**config.mk**
```make
export PLATFORM = sky130hd
export DESIGN_NAME = mcg_top
export DESIGN_NICKNAME = d
export VERILOG_FILES = /design/src/mcg_pkg.sv /design/src/mcg_top.sv /design/src/mcg_divider.sv
export VERILOG_INCLUDE_DIRS = /design/src
export SDC_FILE = /design/constraint.sdc
export NUM_CORES = 1
export LEC_CHECK = 0
export ABC_AREA = 1
export BUFFER_PORTS_ARGS = -buffer_cell sky130_fd_sc_hd__buf_2
export CAP_MARGIN = 0
export CORE_AREA = 2 2 100 102
export CTS_CLUSTER_SIZE = 30
export DETAILED_ROUTE_END_ITERATION = 6
export DIE_AREA = 0 0 102 104
export GPL_ROUTABILITY_DRIVEN = 0
export PLACE_DENSITY = 0.82
export SLEW_MARGIN = 10
export SYNTH_ARGS = -nofsm -noshare
export SYNTH_HDL_FRONTEND = slang
export SYNTH_SLANG_ARGS = --single-unit
```
**constraint.sdc**
```tcl
create_clock -name pclk -period 4.1 [get_ports pclk]
set_clock_uncertainty 0.05 [all_clocks]
set_input_delay 0.82 -clock pclk [delete_from_list [all_inputs] [get_ports pclk]]
set_output_delay 0.82 -clock pclk [all_outputs]
set_load 0.03 [all_outputs]
```
**src/mcg_params.svh**
```systemverilog
// Register offsets, field positions, reset values and band limits of the master clock generator
`ifndef MCG_PARAMS_SVH
`define MCG_PARAMS_SVH

`define MCG_CTRL_OFS     12'h000
`define MCG_STAT_OFS     12'h004

`define MCG_SRC_LSB      0
`define MCG_IDIV_LSB     2
`define MCG_ODIV_LSB     4
`define MCG_MUL_LSB      8
`define MCG_BAND_LSB     13
`define MCG_HALVE_BIT    16

`define MCG_STAT_LOCK_BIT 0
`define MCG_STAT_BERR_BIT 1
`define MCG_STAT_HALF_LSB 8

`define MCG_SRC_RST      2'h0
`define MCG_IDIV_RST     2'h0
`define MCG_ODIV_RST     4'h0
`define MCG_MUL_RST      5'h03
`define MCG_BAND_RST     2'h0
`define MCG_HALVE_RST    1'h0
`define MCG_HALF_RST     8'h20

// VCO half period limits in pclk cycles per band
`define MCG_B0_MIN       8'h14
`define MCG_B0_MAX       8'h28
`define MCG_B1_MIN       8'h0a
`define MCG_B1_MAX       8'h14
`define MCG_B2_MIN       8'h04
`define MCG_B2_MAX       8'h0a

`endif

```
**src/mcg_pkg.sv**
```systemverilog
// Types shared by the master clock generator
package mcg_pkg;
    typedef enum logic [1:0] {
        MCG_BYPASS = 2'b01,
        MCG_PLL    = 2'b10
    } mcg_mode_t;
endpackage

```
**src/mcg_top.sv**
```systemverilog
// Master clock generator: bypass prescalers, digital PLL, CPU clock halving, APB registers
//
// Behaviour
// Source select with upper bit zero: master = oscillator / ((idiv+1)*(odiv+1)).
// Bypass with both dividers zero: master follows oscillator level directly.
// Input divider holds up to 3, output divider up to 15.
// Source select 11 enables PLL: oscillator*(mul+1)/((idiv+1)*(odiv+1)).
// PLL frequency adjusts gradually while locking, never in abrupt steps.
// PLL VCO output passes the output prescaler dividing by odiv plus one.
// Two-bit VCO band selects range; value 11 is reserved for software.
// One halve bit makes CPU clock master or master/2; system clock equals CPU.
// Bypass or PLL generation is chosen from the clock generation control register.
// Input divider field is two bits, output divider field four bits wide.
//
// Register access over APB and the register addresses were left to the implementer.
`timescale 1ns/100ps
`include "mcg_params.svh"
module mcg_top (
    input  wire logic        pclk,             // APB clock, 125 MHz
    input  wire logic        presetn,          // Asynchronous reset, active low
    input  wire logic        psel,             // APB select
    input  wire logic        penable,          // APB enable
    input  wire logic        pwrite,           // APB write
    input  wire logic [11:0] paddr,            // APB byte address
    input  wire logic [31:0] pwdata,           // APB write data
    output logic      [31:0] prdata,           // APB read data
    output logic             pready,           // APB ready
    output logic             pslverr,          // APB error on unmapped address
    input  wire logic        oscillator_input, // Oscillator pin
    output logic             master_clk,       // Master clock level
    output logic             cpu_clk,          // CPU clock level
    output logic             sys_clk,          // Peripheral system clock level
    output logic             pll_locked        // PLL reference count matched
);
    logic [1:0] clock_source_select_q;
    logic [1:0] input_divider_q;
    logic [3:0] output_divider_q;
    logic [4:0] feedback_multiplier_q;
    logic [1:0] vco_band_select_q;
    logic       cpu_clock_halve_q;

    logic        ctrl_hit;
    logic        stat_hit;
    logic        wr_ctrl;
    logic [31:0] rd_word;
    logic        band_err;

    mcg_pkg::mcg_mode_t mode;

    logic osc_s1_q;
    logic osc_s2_q;
    logic osc_s3_q;
    logic osc_rise;

    logic ref_lvl;
    logic ref_rise;
    logic pre_src;
    logic pre_rise;
    logic mc_rise;

    logic [7:0] vco_half_q;
    logic [7:0] vco_cnt_q;
    logic       vco_q;
    logic       vco_rise_q;
    logic [5:0] vco_edges_q;
    logic [5:0] mul_target;
    logic [7:0] half_min;
    logic [7:0] half_max;

    assign ctrl_hit = (paddr == `MCG_CTRL_OFS);
    assign stat_hit = (paddr == `MCG_STAT_OFS);
    assign wr_ctrl  = psel && penable && pready && pwrite && ctrl_hit;
    assign band_err = (vco_band_select_q == 2'h3);

    // Configuration register
    always_ff @(posedge pclk or negedge presetn) begin
        if (!presetn) begin
            clock_source_select_q <= `MCG_SRC_RST;
            input_divider_q       <= `MCG_IDIV_RST;
            output_divider_q      <= `MCG_ODIV_RST;
            feedback_multiplier_q <= `MCG_MUL_RST;
            vco_band_select_q     <= `MCG_BAND_RST;
            cpu_clock_halve_q     <= `MCG_HALVE_RST;
        end else if (wr_ctrl) begin
            clock_source_select_q <= pwdata[`MCG_SRC_LSB +: 2];
            input_divider_q       <= pwdata[`MCG_IDIV_LSB +: 2];  // see
            output_divider_q      <= pwdata[`MCG_ODIV_LSB +: 4];  // see
            feedback_multiplier_q <= pwdata[`MCG_MUL_LSB +: 5];
            vco_band_select_q     <= pwdata[`MCG_BAND_LSB +: 2];
            cpu_clock_halve_q     <= pwdata[`MCG_HALVE_BIT];
        end
    end

    always_comb begin
        rd_word = 32'h0000_0000;
        if (ctrl_hit) begin
            rd_word[`MCG_SRC_LSB +: 2]  = clock_source_select_q;
            rd_word[`MCG_IDIV_LSB +: 2] = input_divider_q;
            rd_word[`MCG_ODIV_LSB +: 4] = output_divider_q;
            rd_word[`MCG_MUL_LSB +: 5]  = feedback_multiplier_q;
            rd_word[`MCG_BAND_LSB +: 2] = vco_band_select_q;
            rd_word[`MCG_HALVE_BIT]     = cpu_clock_halve_q;
        end else if (stat_hit) begin
            rd_word[`MCG_STAT_LOCK_BIT]     = pll_locked;
            rd_word[`MCG_STAT_BERR_BIT]     = band_err;
            rd_word[`MCG_STAT_HALF_LSB +: 8] = vco_half_q;
        end
    end

    // No wait state: answer is registered in the setup cycle
    always_ff @(posedge pclk or negedge presetn) begin
        if (!presetn) begin
            pready  <= 1'b0;
            pslverr <= 1'b0;
            prdata  <= 32'h0000_0000;
        end else begin
            pready  <= psel && !penable;
            pslverr <= psel && !penable && !ctrl_hit && !stat_hit;
            if (psel && !penable) begin
                prdata <= pwrite ? 32'h0000_0000 : rd_word;
            end
        end
    end

    // Oscillator pin synchroniser; edge detect reads the second and third stages
    always_ff @(posedge pclk or negedge presetn) begin
        if (!presetn) begin
            osc_s1_q <= 1'b0;
            osc_s2_q <= 1'b0;
            osc_s3_q <= 1'b0;
        end else begin
            osc_s1_q <= oscillator_input;
            osc_s2_q <= osc_s1_q;
            osc_s3_q <= osc_s2_q;
        end
    end
    assign osc_rise = osc_s2_q && !osc_s3_q;

    // Code 10 is undefined; it falls back to bypass
    assign mode = (clock_source_select_q == 2'h3) ? mcg_pkg::MCG_PLL : mcg_pkg::MCG_BYPASS;

    mcg_divider u_in_div (
        .clk      (pclk),
        .rst_n    (presetn),
        .src      (osc_s2_q),
        .src_rise (osc_rise),
        .div      ({2'h0, input_divider_q}),
        .div_out  (ref_lvl),
        .div_rise (ref_rise)
    );

    // Reserved band runs with the slowest band limits
    always_comb begin
        case (vco_band_select_q)
            2'h1:    begin half_min = `MCG_B1_MIN; half_max = `MCG_B1_MAX; end
            2'h2:    begin half_min = `MCG_B2_MIN; half_max = `MCG_B2_MAX; end
            default: begin half_min = `MCG_B0_MIN; half_max = `MCG_B0_MAX; end
        endcase
    end

    // VCO: toggles every vco_half_q plus one cycles
    always_ff @(posedge pclk or negedge presetn) begin
        if (!presetn) begin
            vco_cnt_q  <= 8'h00;
            vco_q      <= 1'b0;
            vco_rise_q <= 1'b0;
        end else if (mode == mcg_pkg::MCG_PLL && vco_cnt_q >= vco_half_q) begin
            vco_cnt_q  <= 8'h00;
            vco_q      <= !vco_q;
            vco_rise_q <= !vco_q;
        end else begin
            vco_cnt_q  <= (mode == mcg_pkg::MCG_PLL) ? vco_cnt_q + 8'h01 : 8'h00;
            vco_rise_q <= 1'b0;
        end
    end

    assign mul_target = {1'b0, feedback_multiplier_q} + 6'h01;

    // Loop compares VCO rises per reference period with mul plus one
    always_ff @(posedge pclk or negedge presetn) begin
        if (!presetn) begin
            vco_edges_q <= 6'h00;
        end else if (ref_rise || mode != mcg_pkg::MCG_PLL) begin
            vco_edges_q <= {5'h00, vco_rise_q};
        end else if (vco_rise_q && vco_edges_q != 6'h3f) begin
            vco_edges_q <= vco_edges_q + 6'h01;
        end
    end

    // One count per step keeps the frequency slewing smoothly
    always_ff @(posedge pclk or negedge presetn) begin
        if (!presetn) begin
            vco_half_q <= `MCG_HALF_RST;
            pll_locked <= 1'b0;
        end else if (mode != mcg_pkg::MCG_PLL) begin
            pll_locked <= 1'b0;
        end else if (vco_half_q < half_min) begin
            vco_half_q <= vco_half_q + 8'h01;  // see
            pll_locked <= 1'b0;
        end else if (vco_half_q > half_max) begin
            vco_half_q <= vco_half_q - 8'h01;  // see
            pll_locked <= 1'b0;
        end else if (ref_rise) begin
            pll_locked <= (vco_edges_q == mul_target);
            if (vco_edges_q < mul_target && vco_half_q > half_min) begin
                vco_half_q <= vco_half_q - 8'h01;  // see
            end else if (vco_edges_q > mul_target && vco_half_q < half_max) begin
                vco_half_q <= vco_half_q + 8'h01;  // see
            end
        end
    end

    always_comb begin
        case (mode)
            mcg_pkg::MCG_PLL: begin
                pre_src  = vco_q;  // see
                pre_rise = vco_rise_q;
            end
            default: begin
                pre_src  = ref_lvl;
                pre_rise = ref_rise;
            end
        endcase
    end

    mcg_divider u_out_div (
        .clk      (pclk),
        .rst_n    (presetn),
        .src      (pre_src),
        .src_rise (pre_rise),
        .div      (output_divider_q),
        .div_out  (master_clk),
        .div_rise (mc_rise)
    );

    always_ff @(posedge pclk or negedge presetn) begin
        if (!presetn) begin
            cpu_clk <= 1'b0;
            sys_clk <= 1'b0;
        end else if (cpu_clock_halve_q) begin
            if (mc_rise) begin
                cpu_clk <= !cpu_clk;
                sys_clk <= !cpu_clk;
            end
        end else begin
            cpu_clk <= master_clk;
            sys_clk <= master_clk;
        end
    end

    a_apb_ready_next: assert property (@(posedge pclk) disable iff (!presetn)
        (psel && !penable) |=> pready && pslverr == $past(!ctrl_hit && !stat_hit))
        else $error("APB answer not one cycle after setup");

    a_ctrl_write_takes: assert property (@(posedge pclk) disable iff (!presetn)
        wr_ctrl |=> clock_source_select_q == $past(pwdata[1:0])
            && output_divider_q == $past(pwdata[7:4]))
        else $error("control write not stored");

    a_bypass_follow: assert property (@(posedge pclk) disable iff (!presetn)
        (mode == mcg_pkg::MCG_BYPASS && input_divider_q == 2'h0 && output_divider_q == 4'h0)[*3]
        |-> master_clk == $past(osc_s2_q, 2))
        else $error("bypass master clock does not follow oscillator");

    a_vco_slew_step: assert property (@(posedge pclk) disable iff (!presetn)
        1'b1 |=> (vco_half_q == $past(vco_half_q) || vco_half_q == $past(vco_half_q) + 8'h01
            || vco_half_q == $past(vco_half_q) - 8'h01))
        else $error("VCO period jumped by more than one step");

    a_band_keep_range: assert property (@(posedge pclk) disable iff (!presetn)
        (mode == mcg_pkg::MCG_PLL && $stable(vco_band_select_q)
            && vco_half_q >= half_min && vco_half_q <= half_max)
        |=> $stable(vco_band_select_q) |-> (vco_half_q >= half_min && vco_half_q <= half_max))
        else $error("VCO period left its band");

    a_cpu_full_rate: assert property (@(posedge pclk) disable iff (!presetn)
        !$past(cpu_clock_halve_q) |-> cpu_clk == $past(master_clk) && sys_clk == cpu_clk)
        else $error("CPU clock not equal to master clock");

    a_cpu_half_rate: assert property (@(posedge pclk) disable iff (!presetn)
        ($past(cpu_clock_halve_q) && cpu_clk != $past(cpu_clk)) |-> $past(mc_rise))
        else $error("halved CPU clock toggled without master rise");

    a_lock_on_match: assert property (@(posedge pclk) disable iff (!presetn)
        $rose(pll_locked) |-> $past(ref_rise && vco_edges_q == mul_target && mode == mcg_pkg::MCG_PLL))
        else $error("lock flag set without count match");

    a_pll_mode_only: assert property (@(posedge pclk) disable iff (!presetn)
        (mode == mcg_pkg::MCG_BYPASS)[*2] |-> !pll_locked && !vco_rise_q)
        else $error("PLL active in bypass mode");
endmodule

```
**src/mcg_divider.sv**
```systemverilog
// Prescaler dividing a sampled clock level by div plus one
`timescale 1ns/100ps
module mcg_divider (
    input  wire logic       clk,      // System clock
    input  wire logic       rst_n,    // Asynchronous reset, active low
    input  wire logic       src,      // Source clock level
    input  wire logic       src_rise, // Source rising edge pulse
    input  wire logic [3:0] div,      // Divide by div plus one
    output logic            div_out,  // Divided clock level
    output logic            div_rise  // Divided rising edge pulse
);
    logic [3:0] cnt_q;
    logic [3:0] cnt_d;
    logic       wrap;

    // Counter may exceed a freshly lowered divisor, so wrap on >=
    assign wrap  = (cnt_q >= div);
    assign cnt_d = wrap ? 4'h0 : cnt_q + 4'h1;

    always_ff @(posedge clk or negedge rst_n) begin
        if (!rst_n) begin
            cnt_q <= 4'h0;
        end else if (src_rise) begin
            cnt_q <= cnt_d;
        end
    end

    always_ff @(posedge clk or negedge rst_n) begin
        if (!rst_n) begin
            div_out  <= 1'b0;
            div_rise <= 1'b0;
        end else if (div == 4'h0) begin
            div_out  <= src;
            div_rise <= src_rise;
        end else begin
            div_rise <= src_rise && wrap;
            if (src_rise) begin
                div_out <= (cnt_d <= {1'b0, div[3:1]});
            end
        end
    end

    a_div_cnt_range: assert property (@(posedge clk) disable iff (!rst_n)
        ($stable(div) && cnt_q <= div) |=> cnt_q <= $past(div))
        else $error("prescaler count beyond divisor");

    a_div_rise_high: assert property (@(posedge clk) disable iff (!rst_n)
        div_rise |-> div_out)
        else $error("prescaler rise pulse without high level");
endmodule

```
# ---- After elaboration in Yosys (flattened, before gate mapping)
# Index checks and enable logic that the tools add are counted.
dict set report totals {
  regBits 91
  in_bits 50
  word_cells 122
}
dict set report op_classes {
  add_sub_neg 7
  order_cmp 11
  eq_ne 10
  n_mux 37
  bitwise_logic 1
  n_reduce_logical 31
}
# operator n
set op_table {}
lappend op_table {{$mux 8} 8}
lappend op_table {{$mux 6} 3}
lappend op_table {{$mux 1} 17}
lappend op_table {{$mux 17} 1}
lappend op_table {{$add 8x1->8 const B} 2}
lappend op_table {{$gt 8x8->1} 2}
lappend op_table {{$lt 8x8->1} 2}
lappend op_table {{$logic_and 1x1->1} 14}
lappend op_table {{$eq 12x3->1 const B} 1}
lappend op_table {{$logic_not 12->1} 1}
lappend op_table {{$pmux 6 s2} 1}
lappend op_table {{$pmux 5 s2} 1}
lappend op_table {{$add 4x1->4 const B} 2}
lappend op_table {{$eq 2x2->1 const B} 4}
lappend op_table {{$ge 8x8->1} 1}
lappend op_table {{$logic_not 4->1} 2}
lappend op_table {{$mux 4} 2}
lappend op_table {{$reduce_bool 4->1} 2}
lappend op_table {{$sub 8x1->8 const B} 1}
lappend op_table {{$mux 7} 1}
lappend op_table {{$add 5x1->6 const B} 1}
lappend op_table {{$add 6x1->6 const B} 1}
lappend op_table {{$eq 6x6->1} 1}
lappend op_table {{$gt 6x6->1} 1}
lappend op_table {{16 further kinds} 25}

# ---- Depth between registers and ports, before layout
dict set report logic_depth {
  ltp_word 9
  mapped_depth 16
}

# ---- By module
# A second synthesis with hierarchy kept.
dict set report unflattened {
  hier_cells 576
  hier_area_um2 4838.4
}
# mod n_inst cells_each area_per_inst_um2
set modules_own_cells {}
lappend modules_own_cells {mcg_top 1 440 3860.0}
lappend modules_own_cells {mcg_divider 2 68 489.2}

# ---- Worst setup path after synthesis
# Ideal clock, no wire load.
dict set report synth_timing {
  path_type {reg2reg}
  startpoint {register feedback_multiplier_q[1]}
  endpoint {register vco_half_q[2]}
  setup_time_ns 0.116
  arrival_time_ns 2.068
  setup_slack_ns 1.865
  path_stages_with_launch 17
  synth_period_minus_slack_ns 2.235
  cell_sequence {dfstp_2 -> ha_1 -> nand3_1 -> xor2_1 -> ha_1 -> nand2_1 -> inv_1 -> nand2_1 -> nand2_1 -> nor2_1 -> nand3_2 -> nand2_2 -> nand2_1 -> nand2_1 -> inv_1 -> nand2_1 -> nand2_1}
}
dict set report synth_between {
  elab_chain_len 7
  elab_cells_between_ends 11
}
# element line
set synth_rtl {}
lappend synth_rtl {{start, declared} mcg_top.sv:38} ;# logic [4:0] feedback_multiplier_q;
lappend synth_rtl {{start signal, assigned} mcg_top.sv:81} ;# feedback_multiplier_q <= `MCG_MUL_RST;
lappend synth_rtl {{start signal, assigned} mcg_top.sv:88} ;# feedback_multiplier_q <= pwdata[`MCG_MUL_LSB +: 5];
lappend synth_rtl {{$add 5x1->6 *} mcg_top.sv:177} ;# assign mul_target = {1'b0, feedback_multiplier_q} + 6'h01;
lappend synth_rtl {{$lt 6x6->1} mcg_top.sv:205} ;# if (vco_edges_q < mul_target && vco_half_q > half_min) begin
lappend synth_rtl {{$logic_and 1x1->1} mcg_top.sv:205}
lappend synth_rtl {{$mux 8} mcg_top.sv:205}
lappend synth_rtl {{$mux 8} mcg_top.sv:203} ;# end else if (ref_rise) begin
lappend synth_rtl {{$mux 8} mcg_top.sv:200} ;# end else if (vco_half_q > half_max) begin
lappend synth_rtl {{$mux 8} mcg_top.sv:197} ;# end else if (vco_half_q < half_min) begin
lappend synth_rtl {{end signal, assigned} mcg_top.sv:198} ;# vco_half_q <= vco_half_q + 8'h01;
lappend synth_rtl {{end signal, assigned} mcg_top.sv:201} ;# vco_half_q <= vco_half_q - 8'h01;
lappend synth_rtl {{end signal, assigned} mcg_top.sv:206} ;# vco_half_q <= vco_half_q - 8'h01;
lappend synth_rtl {{end, declared} mcg_top.sv:61} ;# logic [7:0] vco_half_q;
# Mark *: on every way between the ends. The rest lies on a longest branch, timed or not. The select of a mux whose other input is x is not followed.
# A chain may end at the register's enable or synchronous reset.

# ---- Worst setup path after layout
dict set report layout_timing {
  startpoint {register feedback_multiplier_q[1]}
  endpoint {register vco_half_q[7]}
}
# Same word-level chain as after synthesis.

==> report_table.html <==
<table>
<tr><th>Metric</th><th>Value</th></tr>
<tr><th colspan="2">GRT</th></tr>
<tr><td>Most used routing layer in global routing</td><td>met2</td></tr>
<tr><td>Congestion Overflow GR</td><td>0</td></tr>
<tr><td>Gr usage total</td><td>0.212</td></tr>
<tr><td>GR Layer Usage met3</td><td>0.0423</td></tr>
<tr><td>Number of antenna violations at the first check in global routing</td><td>0</td></tr>
<tr><td>Routing usage on met2</td><td>0.367</td></tr>
<tr><td>Global-route wire length before repair</td><td>18100 um</td></tr>
<tr><td>Number of global-route vias before repair</td><td>3966</td></tr>
<tr><td>Met1 usage</td><td>0.261</td></tr>
<tr><td>Pin count of the biggest net entering global routing</td><td>between 70 and 80</td></tr>
<tr><th colspan="2">Floorplanning</th></tr>
<tr><td>Starting utilization of the core area</td><td>0.487</td></tr>
<tr><td>Core region area</td><td>between 9000 and 10000 um^2</td></tr>
<tr><td>Core Rows</td><td>36</td></tr>
<tr><td>Die outline area</td><td>approximately 11000 um^2</td></tr>
<tr><td>Die width</td><td>approximately 100 um</td></tr>
<tr><td>Vertical die dimension</td><td>between 100 and 150 um</td></tr>
<tr><td>Top-Level Pins</td><td>88</td></tr>
<tr><th colspan="2">Yosys</th></tr>
<tr><td>Share of flip-flops with an asynchronous set or reset</td><td>1.00</td></tr>
<tr><td>Mean Syn Cell Area</td><td>8.37 um^2</td></tr>
<tr><td>Top flip-flop cell by instance count after synthesis</td><td>sky130_fd_sc_hd__dfrtp_1</td></tr>
<tr><td>Mapped Area</td><td>4650 um^2</td></tr>
<tr><td>Count of flip-flops with a built-in enable after synthesis</td><td>0</td></tr>
<tr><td>Sequential element share of the synthesized area</td><td>0.410</td></tr>
<tr><td>Netlist cell types</td><td>44</td></tr>
<tr><td>Instance count of the mapped netlist</td><td>555</td></tr>
<tr><td>YS warnings</td><td>0</td></tr>
<tr><td>FF+latch count, synth</td><td>76</td></tr>
<tr><th colspan="2">Power and ir drop</th></tr>
<tr><td>Sw power</td><td>around 0.00054 W</td></tr>
<tr><td>Static leakage</td><td>a little under 3 nW</td></tr>
<tr><td>Maximum ir drop on the vdd rail</td><td>264 uV</td></tr>
<tr><td>Switching fraction of total power</td><td>0.306</td></tr>
<tr><td>Clock share of power</td><td>0.342</td></tr>
<tr><td>Power density normalized to cell area</td><td>341 nW/um^2</td></tr>
<tr><td>Total Power Consumption</td><td>0.00177 W</td></tr>
<tr><td>Seq pwr share</td><td>0.475</td></tr>
<tr><td>Internal power consumption</td><td>0.00123 W</td></tr>
<tr><td>Comb power frac</td><td>0.183</td></tr>
<tr><th colspan="2">Placed design</th></tr>
<tr><td>DP Wirelength</td><td>7840 um</td></tr>
<tr><td>Post-place setup slack</td><td>1.49 ns</td></tr>
<tr><td>Placement Cell Area</td><td>4990 um^2</td></tr>
<tr><td>Quantity of I/O buffers inserted on ports</td><td>56</td></tr>
<tr><th colspan="2">STA</th></tr>
<tr><td>Period utilization</td><td>0.655</td></tr>
<tr><td>Final-report max-slew violation count</td><td>0</td></tr>
<tr><td>RSZ-0062 raised after global routing</td><td>false</td></tr>
<tr><td>Final setup margin</td><td>1.42 ns</td></tr>
<tr><td>Actual slew at the worst max-slew pin</td><td>approximately 0.97 ns</td></tr>
<tr><td>Final sum of negative setup slack</td><td>0 ns</td></tr>
<tr><td>Final critical path time including I/O delays and setup</td><td>2.68 ns</td></tr>
<tr><td>Fmax</td><td>373 MHz</td></tr>
<tr><td>Number of hold violations in the final report</td><td>0</td></tr>
<tr><td>Endpoints failing setup</td><td>0</td></tr>
<tr><td>Worst relative slew slack</td><td>0.353</td></tr>
<tr><th colspan="2">Detailed routing</th></tr>
<tr><td>Starting DRC count in detailed routing</td><td>156</td></tr>
<tr><td>Overall routed net length</td><td>10600 um</td></tr>
<tr><td>DRC violation count after routing</td><td>0</td></tr>
<tr><td>Via/cell ratio</td><td>5.23</td></tr>
<tr><td>Number of antenna-violating nets in the routed design</td><td>0</td></tr>
<tr><td>Detail-routed net length per standard cell</td><td>14.1 um</td></tr>
<tr><td>Detailed-routing iteration count for the pre-antenna-repair pass</td><td>4</td></tr>
<tr><td>Routed via count</td><td>between 3k and 4k</td></tr>
<tr><th colspan="2">Layout</th></tr>
<tr><td>Ant. Diodes</td><td>0</td></tr>
<tr><td>Share of final-layout standard cells stronger than drive strength 1</td><td>0.160</td></tr>
<tr><td>Count of nets after finishing</td><td>706</td></tr>
<tr><td>Post-route cell area</td><td>5200 um^2</td></tr>
<tr><td>Synth-to-layout area growth</td><td>11.9%</td></tr>
<tr><td>Number of fill cells in the layout</td><td>872</td></tr>
<tr><th colspan="2">Clock network</th></tr>
<tr><td>Reg clk slew, reported paths</td><td>0.08 ns</td></tr>
<tr><td>PostCTS Resize Cnt</td><td>0</td></tr>
<tr><td>Clock Latency Late Sink</td><td>0.35 ns</td></tr>
<tr><td>Number of hold-repair buffers added at the cts stage</td><td>0</td></tr>
<tr><td>H-tree depth</td><td>3</td></tr>
<tr><td>TritonCTS Buffers</td><td>9</td></tr>
<tr><td>Clock tree from TritonCTS</td><td>built</td></tr>
<tr><td>Max clock buf depth</td><td>2</td></tr>
<tr><td>Setup Buffers After CTS</td><td>0</td></tr>
<tr><td># clock sinks</td><td>76</td></tr>
<tr><td>Clock root buffer</td><td>sky130_fd_sc_hd__clkbuf_8</td></tr>
<tr><th colspan="2">Critical path</th></tr>
<tr><td>CP startpoint kind</td><td>register</td></tr>
<tr><td>Worst path required time</td><td>4.30 ns</td></tr>
<tr><td>Launching point of the worst reg2reg path</td><td>feedback_multiplier_q[1]$_DFFE_PN1P_</td></tr>
<tr><td>Maximum net fanout on the critical path</td><td>9</td></tr>
<tr><td>Terminus of the critical flop-to-flop path</td><td>vco_half_q[7]$_DFFE_PN0P_</td></tr>
<tr><td>CP Capture Type</td><td>register</td></tr>
<tr><td>Critical path class</td><td>register to register</td></tr>
<tr><td>R2R depth</td><td>14</td></tr>
<tr><td>Setup slack on the worst flop-to-flop path</td><td>1.42 ns</td></tr>
<tr><td>Endpoint arrival time on the critical path</td><td>2.89 ns</td></tr>
<tr><th colspan="2">Min path</th></tr>
<tr><td>Type of the tightest min-delay check</td><td>register to register</td></tr>
<tr><td>Worst hold path stage count</td><td>0</td></tr>
<tr><td>Hold Startpoint</td><td>osc_s1_q$_DFF_PN0_</td></tr>
<tr><td>Destination of the worst hold path</td><td>osc_s2_q$_DFF_PN0_</td></tr>
<tr><th colspan="2">Job</th></tr>
<tr><td>Maximum capacitance violations</td><td>0</td></tr>
<tr><th colspan="2">Outcome</th></tr>
<tr><td>Outcome</td><td>finished, final reports clean</td></tr>
</table>
## area by class of cell
type / count / area, um^2 / area share
multi-input combinational: 391 / 2340 / 0.449
sequential: 76 / 1910 / 0.366
inverter: 79 / 298 / 0.0573
timing repair buffer: 56 / 283 / 0.0544
tap: 133 / 166 / 0.0320
clock buffer: 11 / 151 / 0.0291
clock inverter: 5 / 58.8 / 0.0113
## power groups by stage
stage | Sequential, W | Clock (W) | Combinational, W
2_1_floorplan | 0.000863 | 0 | 0.000231
3_3_place_gp | 0.000852 | 0 | 0.000306
3_5_place_dp | 0.000856 | 0 | 0.000325
4_1_cts | 0.000842 | 0.000610 | 0.000328
5_1_grt | 0.000850 | 0.000643 | 0.000382
6_report | 0.000843 | 0.000607 | 0.000324
## cell usage in the layout (no fill, tap or decap), types with 4 or more instances in the layout
cell type and instances:
sky130_fd_sc_hd__mux2_2 4, sky130_fd_sc_hd__nor2_1 46, sky130_fd_sc_hd__xor2_1 14, sky130_fd_sc_hd__a21oi_1 27, sky130_fd_sc_hd__nand3_1 37, sky130_fd_sc_hd__nand3b_1 4
sky130_fd_sc_hd__inv_1 75, sky130_fd_sc_hd__clkbuf_8 11, sky130_fd_sc_hd__buf_2 55, sky130_fd_sc_hd__mux2_4 4, sky130_fd_sc_hd__ha_1 43, sky130_fd_sc_hd__nor3_1 8
sky130_fd_sc_hd__xnor2_1 6, sky130_fd_sc_hd__o311ai_0 4, sky130_fd_sc_hd__dfrtp_1 73, sky130_fd_sc_hd__nand4_1 6, sky130_fd_sc_hd__conb_1 15, sky130_fd_sc_hd__nand2_1 116
sky130_fd_sc_hd__nand2_2 5, sky130_fd_sc_hd__a32o_1 7, sky130_fd_sc_hd__o21ai_0 25
## metrics by stage
step	utilization	cells	hold WS, ns
2_1_floorplan	-	569	0.281
3_3_place_gp	0.523	735	0.282
3_5_place_dp	0.523	735	0.293
4_1_cts	0.545	751	0.310
5_1_grt	0.545	751	0.318
6_report	0.545	751	0.308
## state kept, by name, indices dropped and copies added, names as in the netlist, 2 cells and up
signal	flops
output_divider_q	4
vco_band_select_q	2
input_divider_q	2
u_out_div.cnt_q	4
vco_edges_q	6
vco_half_q	8
u_in_div.cnt_q	4
vco_cnt_q	8
prdata	17
clock_source_select_q	2
feedback_multiplier_q	5
## worst max-delay path by stage
| stage | startpoint | endpoint |
|---|---|---|
| final | feedback_multiplier_q[1]$_DFFE_PN1P_ | vco_half_q[7]$_DFFE_PN0P_ |
| after global routing | feedback_multiplier_q[1]$_DFFE_PN1P_ | vco_half_q[2]$_DFFE_PN0P_ |
| after CTS | feedback_multiplier_q[1]$_DFFE_PN1P_ | vco_half_q[2]$_DFFE_PN0P_ |
| after detailed placement | feedback_multiplier_q[1]$_DFFE_PN1P_ | vco_half_q[7]$_DFFE_PN0P_ |
| after global placement | feedback_multiplier_q[1]$_DFFE_PN1P_ | vco_half_q[2]$_DFFE_PN0P_ |
| after floorplan | feedback_multiplier_q[1]$_DFFE_PN1P_ | vco_half_q[2]$_DFFE_PN0P_ |
## kinds of logic (layout without fill, tap and decap cells)
family	after synthesis	in the layout	share of synthesized area
and+or+nand+nor	232	232	0.219
buffers and inverters	102	151	0.0980
DFF	76	76	0.410
AOI/OAI and AO/OA	73	73	0.0956
adders and majority gates	43	43	0.116
xor gates and xnor gates	20	20	0.0377
muxes	8	8	0.0226
other	1	15	0.000807
## layer usage
layer	vias to the layer above	part of all wire	wire length (um)
met5	-	0	0
met4	0	0.017	183
met3	19	0.049	518
met2	121	0.51	5430
met1	1891	0.42	4470
li1	1900	-	-
## Yosys cell counts, drive strengths merged (2+ instances only)
cell | instances | area (um^2)
nor3 | 10 | 60.1
a32o | 7 | 70.1
ha | 43 | 538
nor2 | 47 | 184
o21ai | 26 | 134
clkinv | 2 | 8.75
nor3b | 2 | 15.0
nand2 | 122 | 478
xor2 | 14 | 123
or2 | 2 | 12.5
inv | 77 | 289
clkbuf | 3 | 11.3
o311ai | 4 | 35.0
nand3 | 38 | 195
a21oi | 27 | 135
nand3b | 4 | 30.0
nand4 | 6 | 37.5
dfrtp | 73 | 1830
buf | 20 | 146
a211oi | 2 | 15.0
dfstp | 3 | 78.8
mux2 | 8 | 105
xnor2 | 6 | 52.6
## worst max-delay path: stages (launching register included)
cell                      delay (ns)
sky130_fd_sc_hd__dfstp_2        0.57
sky130_fd_sc_hd__ha_1           0.19
sky130_fd_sc_hd__nand3_1        0.10
sky130_fd_sc_hd__xor2_1         0.15
sky130_fd_sc_hd__ha_1           0.27
sky130_fd_sc_hd__nand2_1        0.08
sky130_fd_sc_hd__inv_1          0.04
sky130_fd_sc_hd__nand2_1        0.06
sky130_fd_sc_hd__nand2_1        0.05
sky130_fd_sc_hd__nor2_1         0.22
sky130_fd_sc_hd__nand3_2        0.27
sky130_fd_sc_hd__nand3_1        0.21
sky130_fd_sc_hd__nand2_2        0.16
sky130_fd_sc_hd__nand2_1        0.11
sky130_fd_sc_hd__nand2_1        0.05
(Power assumes the default switching activity.)
